==> config.mk <==
export PLATFORM = sky130hd
export DESIGN_NAME = timer8_ctrl_irq
export DESIGN_NICKNAME = d
export VERILOG_FILES = /design/src/timer8_pkg.sv /design/src/timer8_ctrl_irq.sv
export SDC_FILE = /design/constraint.sdc
export NUM_CORES = 1
export LEC_CHECK = 0
export BUFFER_PORTS_ARGS = -buffer_cell sky130_fd_sc_hd__clkbuf_2
export CELL_PAD_IN_SITES_DETAIL_PLACEMENT = 1
export CELL_PAD_IN_SITES_GLOBAL_PLACEMENT = 1
export CORE_MARGIN = 2
export CORE_UTILIZATION = 45
export DETAILED_ROUTE_END_ITERATION = 8
export PLACE_DENSITY_LB_ADDON = 0.2
export REMOVE_ABC_BUFFERS = 1
export SYNTH_ARGS = -nofsm -noshare
export SYNTH_HDL_FRONTEND = slang
export SYNTH_SLANG_ARGS = --single-unit
==> constraint.sdc <==
create_clock -name core_clk -period 5 [get_ports core_clk]
set_clock_uncertainty 0.2 [all_clocks]
set_input_delay 0.25 -clock core_clk [delete_from_list [all_inputs] [get_ports core_clk]]
set_output_delay 0.25 -clock core_clk [all_outputs]
set_load 0.03 [all_outputs]
==> src/timer8_pkg.sv <==
// Constants, register map and field types of the 8-bit timer control and interrupt block.
//
// Contract
// A force-compare write applies that channel's output-mode action immediately.
// Force-compare bits act only in non-PWM waveform modes.
// Software writes force bits as zero while in a PWM mode.
// A forced compare sets no flag and never clears the counter.
// Force-compare bits 7 and 6 are strobes that read as zero.
// Control B bits 5:4 and mask/flag bits 7:3 read as zero.
// Clock select 0 stops, 1 undivided, 2..5 divide by 8, 64, 256, 1024.
// Code 110 counts falling count-pin edges, 111 counts rising edges.
// The count pin clocks the counter even when driven as an output.
// The counter is readable and writable by software at any time.
// A counter write suppresses both compare matches on the next timer tick.
// Each compare register is compared continuously; equality is a compare match.
// An interrupt is requested only while mask, global enable and flag are set.
// Flag 2 marks compare B, flag 1 compare A, flag 0 overflow.
// Executing an interrupt vector clears its flag automatically.
// Writing one to a flag clears it; writing zero leaves it.
// The overflow flag moment depends on the waveform mode; BOTTOM is 0x00.
// Overflow at MAX in normal, CTC, fixed fast PWM; BOTTOM phase-correct; TOP else.
// Non-PWM output modes: 00 off, 01 toggle, 10 clear, 11 set on match.
// Eight waveform modes: 0 normal, 2 CTC, 1/5 phase-correct, 3/7 fast, 4/6 reserved.
// With the clock stopped, counter, outputs and flags hold their values.
package timer8_pkg;

    // Bus geometry; each register index maps to byte address index * 4.
    localparam int         ADDR_W      = 8;
    localparam int         DATA_W      = 32;
    localparam int         IDX_W       = 6;
    localparam logic [5:0] IDX_CTRL_A  = 6'h24;
    localparam logic [5:0] IDX_CTRL_B  = 6'h25;
    localparam logic [5:0] IDX_COUNT   = 6'h26;
    localparam logic [5:0] IDX_CMP_A   = 6'h27;
    localparam logic [5:0] IDX_CMP_B   = 6'h28;
    localparam logic [5:0] IDX_MASK    = 6'h2E;
    localparam logic [5:0] IDX_FLAGS   = 6'h15;
    localparam logic [5:0] IDX_GIE     = 6'h3F;

    // Field positions and widths.
    localparam int FORCE_A_BIT  = 7;
    localparam int FORCE_B_BIT  = 6;
    localparam int WAVE_HI_BIT  = 3;
    localparam int GIE_BIT      = 0;
    localparam int FLAG_CMP_B   = 2;
    localparam int FLAG_CMP_A   = 1;
    localparam int FLAG_OVF     = 0;
    localparam int IRQ_N        = 3;
    localparam int PRE_W        = 10;

    // Reset and boundary values.
    localparam logic [7:0] BYTE_ZERO    = 8'h00;
    localparam logic [7:0] COUNT_MAX    = 8'hFF;
    localparam logic [7:0] COUNT_BOTTOM = 8'h00;
    localparam logic [7:0] COUNT_ONE    = 8'h01;

    // Clock select codes and prescaler tap masks.
    localparam logic [2:0] CS_STOP     = 3'h0;
    localparam logic [2:0] CS_DIV1     = 3'h1;
    localparam logic [2:0] CS_DIV8     = 3'h2;
    localparam logic [2:0] CS_DIV64    = 3'h3;
    localparam logic [2:0] CS_DIV256   = 3'h4;
    localparam logic [2:0] CS_DIV1024  = 3'h5;
    localparam logic [2:0] CS_EXT_FALL = 3'h6;
    localparam logic [2:0] CS_EXT_RISE = 3'h7;
    localparam logic [9:0] TAP_8       = 10'h007;
    localparam logic [9:0] TAP_64      = 10'h03F;
    localparam logic [9:0] TAP_256     = 10'h0FF;
    localparam logic [9:0] TAP_1024    = 10'h3FF;

    // Output modes.
    localparam logic [1:0] COM_OFF    = 2'h0;
    localparam logic [1:0] COM_TOGGLE = 2'h1;
    localparam logic [1:0] COM_CLEAR  = 2'h2;
    localparam logic [1:0] COM_SET    = 2'h3;

    // Waveform modes.
    localparam logic [2:0] WM_NORMAL    = 3'h0;
    localparam logic [2:0] WM_PC_FIXED  = 3'h1;
    localparam logic [2:0] WM_CTC       = 3'h2;
    localparam logic [2:0] WM_FAST_FIX  = 3'h3;
    localparam logic [2:0] WM_PC_TOPA   = 3'h5;
    localparam logic [2:0] WM_FAST_TOPA = 3'h7;

    // Control register A layout.
    typedef struct packed {
        logic [1:0] outputModeA;
        logic [1:0] outputModeB;
        logic [1:0] reserved;
        logic [1:0] waveModeLow;
    } ctrl_a_t;

    // Counting direction of the phase-correct sequence.
    typedef enum {COUNT_UP, COUNT_DOWN} count_dir_t;

endpackage

==> src/timer8_ctrl_irq.sv <==
// Control, counter, compare and interrupt-flag logic of an 8-bit timer behind an APB slave.
`timescale 1ns/1ps
module timer8_ctrl_irq
    import timer8_pkg::*;
(
    // Clock and reset.
    input  wire logic                core_clk,
    input  wire logic                rst_n,
    // APB slave.
    input  wire logic                psel,
    input  wire logic                penable,
    input  wire logic                pwrite,
    input  wire logic [ADDR_W-1:0]   paddr,
    input  wire logic [DATA_W-1:0]   pwdata,
    output logic      [DATA_W-1:0]   prdata,
    output logic                     pready,
    output logic                     pslverr,
    // External count pin, asynchronous.
    input  wire logic                extCountPin,
    // Vector-executed pulses from the CPU, one per interrupt.
    input  wire logic [IRQ_N-1:0]    vectorAck,
    // Interrupt requests and waveform outputs.
    output logic      [IRQ_N-1:0]    irqRequest,
    output logic                     waveOutA,
    output logic                     waveEnableA,
    output logic                     waveOutB,
    output logic                     waveEnableB
);

    ////////////////////////////////////////////////////////////////////////////////
    // Reset release synchroniser; assert is immediate, release takes two edges.
    logic rstMeta;
    logic rstSync;

    always_ff @(posedge core_clk or negedge rst_n)
    begin
        if (!rst_n)
        begin
            rstMeta <= 1'b0;
            rstSync <= 1'b0;
        end
        else
        begin
            rstMeta <= 1'b1;
            rstSync <= rstMeta;
        end
    end

    ////////////////////////////////////////////////////////////////////////////////
    // Register state.
    ctrl_a_t          ctrlA;
    logic             waveModeHigh;
    logic [2:0]       clockSelect;
    logic [7:0]       count;
    logic [7:0]       cmpA;
    logic [7:0]       cmpB;
    logic [IRQ_N-1:0] irqMask;
    logic [IRQ_N-1:0] flags;
    logic             globalEnable;
    logic             blockNext;
    count_dir_t       dir;
    logic [PRE_W-1:0] prescale;

    ////////////////////////////////////////////////////////////////////////////////
    // APB decode; zero wait states, so pready is always high.
    wire [IDX_W-1:0] regIdx     = paddr[ADDR_W-1:2];
    wire             aligned    = (paddr[1:0] == 2'h0);
    wire             hitCtrlA   = aligned && (regIdx == IDX_CTRL_A);
    wire             hitCtrlB   = aligned && (regIdx == IDX_CTRL_B);
    wire             hitCount   = aligned && (regIdx == IDX_COUNT);
    wire             hitCmpA    = aligned && (regIdx == IDX_CMP_A);
    wire             hitCmpB    = aligned && (regIdx == IDX_CMP_B);
    wire             hitMask    = aligned && (regIdx == IDX_MASK);
    wire             hitFlags   = aligned && (regIdx == IDX_FLAGS);
    wire             hitGie     = aligned && (regIdx == IDX_GIE);
    wire             mapped     = hitCtrlA | hitCtrlB | hitCount | hitCmpA | hitCmpB
                                | hitMask | hitFlags | hitGie;
    wire             access     = psel && penable;
    wire             writeOk    = access && pwrite && mapped;
    wire             ctrlAWrite = writeOk && hitCtrlA;
    wire             ctrlBWrite = writeOk && hitCtrlB;
    wire             countWrite = writeOk && hitCount;
    wire             flagWrite  = writeOk && hitFlags;

    assign pready  = 1'b1;
    assign pslverr = access && !mapped;

    // Read view; strobes and reserved bits read as zero.
    logic [7:0] readByte;
    always_comb
    begin
        readByte = BYTE_ZERO;
        if (hitCtrlA)
            readByte = {ctrlA.outputModeA, ctrlA.outputModeB, 2'h0, ctrlA.waveModeLow};
        else if (hitCtrlB)
            readByte = {4'h0, waveModeHigh, clockSelect};
        else if (hitCount)
            readByte = count;
        else if (hitCmpA)
            readByte = cmpA;
        else if (hitCmpB)
            readByte = cmpB;
        else if (hitMask)
            readByte = {5'h00, irqMask};
        else if (hitFlags)
            readByte = {5'h00, flags};
        else if (hitGie)
            readByte = {7'h00, globalEnable};
    end

    // Read data is captured in the setup cycle and held through the access.
    always_ff @(posedge core_clk or negedge rstSync)
    begin
        if (!rstSync)
            prdata <= 32'h0000_0000;
        else if (psel && !penable)
            prdata <= {24'h00_0000, readByte};
    end

    ////////////////////////////////////////////////////////////////////////////////
    // Mode decode.
    wire [2:0] waveMode = {waveModeHigh, ctrlA.waveModeLow};
    wire       isPwm    = ctrlA.waveModeLow[0];
    wire       isPc     = (waveMode == WM_PC_FIXED) || (waveMode == WM_PC_TOPA);
    wire       isFast   = (waveMode == WM_FAST_FIX) || (waveMode == WM_FAST_TOPA);
    wire       isCtc    = (waveMode == WM_CTC);
    wire       topIsA   = isCtc || (waveMode == WM_PC_TOPA) || (waveMode == WM_FAST_TOPA);
    wire [7:0] topVal   = topIsA ? cmpA : COUNT_MAX;

    ////////////////////////////////////////////////////////////////////////////////
    // Count pin: three flops, the level moves only when stages two and three agree.
    logic extS1;
    logic extS2;
    logic extS3;
    logic extLevel;
    logic extLevelOld;

    always_ff @(posedge core_clk or negedge rstSync)
    begin
        if (!rstSync)
        begin
            extS1       <= 1'b0;
            extS2       <= 1'b0;
            extS3       <= 1'b0;
            extLevel    <= 1'b0;
            extLevelOld <= 1'b0;
        end
        else
        begin
            extS1       <= extCountPin;
            extS2       <= extS1;
            extS3       <= extS2;
            extLevel    <= (extS2 == extS3) ? extS3 : extLevel;
            extLevelOld <= extLevel;
        end
    end

    wire extRise = extLevel && !extLevelOld;
    wire extFall = !extLevel && extLevelOld;

    // Free-running prescaler; sharing it between taps keeps the divider tiny, at the
    // cost of a first tick that may come early after a select change.
    always_ff @(posedge core_clk or negedge rstSync)
    begin
        if (!rstSync)
            prescale <= '0;
        else
            prescale <= prescale + 1'b1;
    end

    function automatic logic tapHit(input logic [PRE_W-1:0] pre, input logic [PRE_W-1:0] mask);
        tapHit = ((pre & mask) == mask);
    endfunction

    // Timer tick selection; a stopped select yields no tick at all.
    logic tick;
    always_comb
    begin
        case (clockSelect)
            CS_STOP:     tick = 1'b0;
            CS_DIV1:     tick = 1'b1;
            CS_DIV8:     tick = tapHit(prescale, TAP_8);
            CS_DIV64:    tick = tapHit(prescale, TAP_64);
            CS_DIV256:   tick = tapHit(prescale, TAP_256);
            CS_DIV1024:  tick = tapHit(prescale, TAP_1024);
            CS_EXT_FALL: tick = extFall;
            CS_EXT_RISE: tick = extRise;
            default:     tick = 1'b0;
        endcase
    end

    ////////////////////////////////////////////////////////////////////////////////
    // Compare matches, suppressed on the tick after a counter write.
    wire matchA   = tick && !blockNext && (count == cmpA);
    wire matchB   = tick && !blockNext && (count == cmpB);
    wire atTop    = (count == topVal);
    wire wrapTick = tick && atTop && !isPc;

    // Overflow moment per waveform mode.
    logic ovfEvent;
    always_comb
    begin
        if (isPc)
            ovfEvent = tick && (dir == COUNT_DOWN) && (count == COUNT_BOTTOM);
        else if (waveMode == WM_FAST_TOPA)
            ovfEvent = tick && atTop;
        else
            ovfEvent = tick && (count == COUNT_MAX);
    end

    // Counter and direction; a software write wins over a tick.
    always_ff @(posedge core_clk or negedge rstSync)
    begin
        if (!rstSync)
        begin
            count <= BYTE_ZERO;
            dir   <= COUNT_UP;
        end
        else if (countWrite)
            count <= pwdata[7:0];
        else if (tick)
        begin
            if (isPc && dir == COUNT_UP && atTop)
            begin
                dir   <= COUNT_DOWN;
                count <= count - COUNT_ONE;
            end
            else if (isPc && dir == COUNT_DOWN && count == COUNT_BOTTOM)
            begin
                dir   <= COUNT_UP;
                count <= count + COUNT_ONE;
            end
            else if (isPc && dir == COUNT_DOWN)
                count <= count - COUNT_ONE;
            else if ((isCtc || isFast) && atTop)
                count <= COUNT_BOTTOM;
            else
                count <= count + COUNT_ONE;
        end
    end

    // Block flag: set by a counter write, spent by the next tick.
    always_ff @(posedge core_clk or negedge rstSync)
    begin
        if (!rstSync)
            blockNext <= 1'b0;
        else if (countWrite)
            blockNext <= 1'b1;
        else if (tick)
            blockNext <= 1'b0;
    end

    ////////////////////////////////////////////////////////////////////////////////
    // Software registers.
    always_ff @(posedge core_clk or negedge rstSync)
    begin
        if (!rstSync)
        begin
            ctrlA        <= '0;
            waveModeHigh <= 1'b0;
            clockSelect  <= CS_STOP;
            cmpA         <= BYTE_ZERO;
            cmpB         <= BYTE_ZERO;
            irqMask      <= '0;
            globalEnable <= 1'b0;
        end
        else
        begin
            if (ctrlAWrite)
                ctrlA <= ctrl_a_t'(pwdata[7:0]);
            if (ctrlBWrite)
            begin
                waveModeHigh <= pwdata[WAVE_HI_BIT];
                clockSelect  <= pwdata[2:0];
            end
            if (writeOk && hitCmpA)
                cmpA <= pwdata[7:0];
            if (writeOk && hitCmpB)
                cmpB <= pwdata[7:0];
            if (writeOk && hitMask)
                irqMask <= pwdata[IRQ_N-1:0];
            if (writeOk && hitGie)
                globalEnable <= pwdata[GIE_BIT];
        end
    end

    ////////////////////////////////////////////////////////////////////////////////
    // Flags: sets win over clears; forced compares never reach them.
    wire [IRQ_N-1:0] flagSet   = {matchB, matchA, ovfEvent};
    wire [IRQ_N-1:0] flagClear = (flagWrite ? pwdata[IRQ_N-1:0] : '0)
                               | vectorAck;
    wire [IRQ_N-1:0] next_flags = (flags & ~flagClear) | flagSet;

    always_ff @(posedge core_clk or negedge rstSync)
    begin
        if (!rstSync)
            flags <= '0;
        else
            flags <= next_flags;
    end

    assign irqRequest = flags & irqMask & {IRQ_N{globalEnable}};

    ////////////////////////////////////////////////////////////////////////////////
    // Waveform outputs.
    wire forceA = ctrlBWrite && pwdata[FORCE_A_BIT] && !isPwm;
    wire forceB = ctrlBWrite && pwdata[FORCE_B_BIT] && !isPwm;

    // Next output level for one channel.
    function automatic logic waveNext(
        input logic       cur,
        input logic [1:0] com,
        input logic       hit,
        input logic       bottom,
        input logic       pwm,
        input logic       fast,
        input logic       down,
        input logic       toggleOk
    );
        waveNext = cur;
        if (!pwm)
        begin
            if (hit)
            begin
                case (com)
                    COM_TOGGLE: waveNext = !cur;
                    COM_CLEAR:  waveNext = 1'b0;
                    COM_SET:    waveNext = 1'b1;
                    default:    waveNext = cur;
                endcase
            end
        end
        else if (com == COM_TOGGLE)
            waveNext = (hit && toggleOk) ? !cur : cur;
        else if (com[1] && fast)
        begin
            if (bottom)
                waveNext = !com[0];
            else if (hit)
                waveNext = com[0];
        end
        else if (com[1] && hit)
            waveNext = com[0] ^ down;
    endfunction

    always_ff @(posedge core_clk or negedge rstSync)
    begin
        if (!rstSync)
        begin
            waveOutA <= 1'b0;
            waveOutB <= 1'b0;
        end
        else
        begin
            waveOutA <= waveNext(waveOutA, ctrlA.outputModeA, matchA || forceA, wrapTick,
                                 isPwm, isFast, dir == COUNT_DOWN, waveModeHigh);
            waveOutB <= waveNext(waveOutB, ctrlA.outputModeB, matchB || forceB, wrapTick,
                                 isPwm, isFast, dir == COUNT_DOWN, 1'b0);
        end
    end

    // A channel drives its pin only while its output mode is not off.
    assign waveEnableA = (ctrlA.outputModeA != COM_OFF);
    assign waveEnableB = (ctrlA.outputModeB != COM_OFF);
endmodule

==> flow_metrics.env <==
export IMPL_avgSynthCellArea_um2=9.50
export IMPL_cts_made_buffers=9
export IMPL_power_density_nw_per_um2=239
export IMPL_io_pins=90
export IMPL_final_antenna_net_count=0
export IMPL_setup_violations=0
export IMPL_antenna_found_initial=1
export IMPL_max_freq_ghz=0.357
export IMPL_clockRootBuffer="clkbuf_8"
export IMPL_synthArstFlopShare_pct=100
export IMPL_synth_top_cell_area_share_pct=39.7
export IMPL_die_area_um2=10600
export IMPL_synthDistinctLibCells=75
export IMPL_cts_tree="built"
export IMPL_wl_per_cell_um=19.6
export IMPL_yosys_most_used_dff="dfrtp_1"
export IMPL_maxSlewHeadroom_pct=50.6
export IMPL_hold_depth=2
export IMPL_critical_path_endpoint_type="register"
export IMPL_vias_per_cell=5.84
export IMPL_synthToLayoutAreaGrowth_pct=9.68
export IMPL_synthTopCellsByArea="dfrtp_1 40%, mux2_2 6.1%, buf_4 4.4%, nand2_1 3.9%, a21oi_1 2.4%"
export IMPL_setup_tns_ns=0
export IMPL_yosysMostFrequentCell="dfrtp_1"
export IMPL_port_buffers=40
export IMPL_criticalPathCategory="register to register"
export IMPL_ir_drop_v=0.000178
export IMPL_power_leakage_nw=2.21
export IMPL_clockBufferDepth=2
export IMPL_start_kind="register"
export IMPL_fin_util_pct=50.2
export IMPL_min_to="ctrlA[7]$_DFFE_PN0P_"
export IMPL_worstPathArrival_ns=2.85
export IMPL_clkTransAtPathRegs_ns=0.08
export IMPL_max_cap_violations=0
export IMPL_clock_sinks=70
export IMPL_min_period_over_period_pct=56.0
export IMPL_die_h_um=103
export IMPL_drive_gt1_share_pct=21.4
export IMPL_seq_area_frac_synth_pct=39.7
export IMPL_period_needed_ns=2.80
export IMPL_cp_max_fo=12
export IMPL_drc=0
export IMPL_wirelength_mm=12.6
export IMPL_tightest_slew_ns=0.742
export IMPL_r2r_cells=7
export IMPL_synth_edff_count=0
export IMPL_drt_iter0_markers=175
export IMPL_crit_required_ns=5.05
export IMPL_coreArea_um2=9640
export IMPL_hold_path_class="primary input to register"
export IMPL_synth_warnings=0
export IMPL_yosysTopAreaCell="dfrtp_1"
export IMPL_grt_total_usage_pct=25.0
export IMPL_clkLatencyLatePin_ns=0.36
export IMPL_gp_congestion=0.866
export IMPL_synth_seq_cells=70
export IMPL_grt_max_degree=37
export IMPL_grt_pass1_wl_mm=20.1
export IMPL_overflow=0
export IMPL_outcome="completed"
export IMPL_drt_pass1_iterations=5
export IMPL_ff2ff_setup_slack_ns=2.20
export IMPL_finalMaxSlewViolations=0
export IMPL_rsz0062_at_grt="false"
export IMPL_place_hpwl_mm=9.29
export IMPL_htreeDepth=3
export IMPL_rows=36
export IMPL_hold_violations=0
export IMPL_diodes=0
export IMPL_grt_pass1_vias=3826
export IMPL_vias=3750
export IMPL_start_util_pct=45.7
export IMPL_rr_endpoint="count[7]$_DFFE_PN0P_"
export IMPL_rr_startpoint="count[0]$_DFFE_PN0P_"
export IMPL_nets=558
export IMPL_ys_top_cells_by_count="70 x dfrtp_1, 46 x nand2_1, 26 x buf_4"
export IMPL_synthCells=464
export IMPL_syn_area_um2=4410
export IMPL_die_x_um=103
export IMPL_worstHoldStart="pwdata[7]"
final cells by class:
type                    count  area, um^2
inverters                  19        80.1
flip-flops and latches     70        1750
fillers                  1164        4800
clock inverters             6        51.3
multi-input cells         353        2340
clock buffers              10         138
well taps                 133         166
repair buffers             51         305
layer usage:
| layer | global-route usage, % | up-vias | part of all wire [%] |
|---|---|---|---|
| met5 | 0 | - | 0.080 |
| met4 | 8.20 | 2 | 2.3 |
| met3 | 5.63 | 22 | 5.0 |
| met2 | 40.8 | 110 | 48 |
| met1 | 33.1 | 1889 | 45 |
| li1 | - | 1727 | - |
through the flow:
stage / std cells / setup WS [ns] / area, um^2 / power, mW / hold WS, ns
final: 642 / 2.20 / 4840 / 1.16 / 0.0456
after floorplan: 442 / 2.06 / 4170 / 0.673 / -0.246
after CTS: 642 / 2.22 / 4840 / 1.17 / 0.0179
after detailed placement: 617 / 2.10 / 4560 / 0.714 / -0.164
after global placement: 617 / 2.18 / 4560 / 0.710 / -0.164
after global routing: 642 / 2.06 / 4840 / 1.20 / 0.0319
state kept, by name, indices dropped and copies added, names as in the netlist, 6 cells and up:
name,cells
prescale,10
cmpA,8
cmpB,8
count,8
prdata,8
ctrlA,6
where the power goes:
group	internal (mW)	leakage [nW]	switching, mW
clock network	0.201	0.0943	0.248
logic	0.0365	1.22	0.0792
registers	0.574	0.894	0.0190
total	0.812	2.21	0.346
kinds of logic after synthesis:
family                     Yosys count  share of synthesized area, %
and+or+nand+nor                    165                          20.7
AOI/OAI and AO/OA                  108                          17.4
DFF                                 70                          39.7
buffers and inverters               65                          9.19
muxes                               28                          7.15
xor gates and xnor gates            20                          3.97
adders and majority gates            6                          1.65
other                                2                         0.170
cell usage in the layout (no fill, tap or decap), types with 7 or more instances in the layout:
cell type      Yosys  layout
dfrtp_1           70      69
dlygate4sd3_1      0       9
nand3_1           21      21
o21ai_0           13      13
nand2b_1           8       8
clkbuf_8           0      10
mux2_2            24      24
inv_1             14      14
a21oi_1           21      21
xor2_1            11      11
a22oi_1           13      13
o22ai_1            8       8
nor4_1             7       7
and3_1            10      10
conb_1             2      26
nor3_1            10      10
xnor2_1            9       9
nor2_1            20      20
nand2_1           46      46
clkbuf_2           0      40
critical path: stages, from the launching register on:
cell	delay [ns]
dfrtp_1	0.60
or2b_1	0.26
o2111ai_2	0.13
or4_4	0.56
a211oi_2	0.52
a211oi_1	0.10
o21ai_0	0.24
nand2_1	0.08
worst max-delay path by stage:
stage	endpoint	from	slack, ns	cells after the start
after floorplan	waveOutA$_DFFE_PN0P_	prescale[0]$_DFF_PN0_	2.06	9
after global placement	count[2]$_DFFE_PN0P_	paddr[2]	2.18	7
after detailed placement	count[6]$_DFFE_PN0P_	paddr[2]	2.10	7
after CTS	count[5]$_DFFE_PN0P_	ctrlA[0]$_DFFE_PN0P_	2.22	7
after global routing	waveOutB$_DFFE_PN0P_	ctrlA[0]$_DFFE_PN0P_	2.06	7
final	count[7]$_DFFE_PN0P_	count[0]$_DFFE_PN0P_	2.20	7
timing repair:
action,CTS,global route
buffers inserted,0,0
gates resized for setup,0,0
endpoints found under the hold margin,15,0
hold buffers,9,0
No activity file was read; power rests on OpenSTA's default activity.
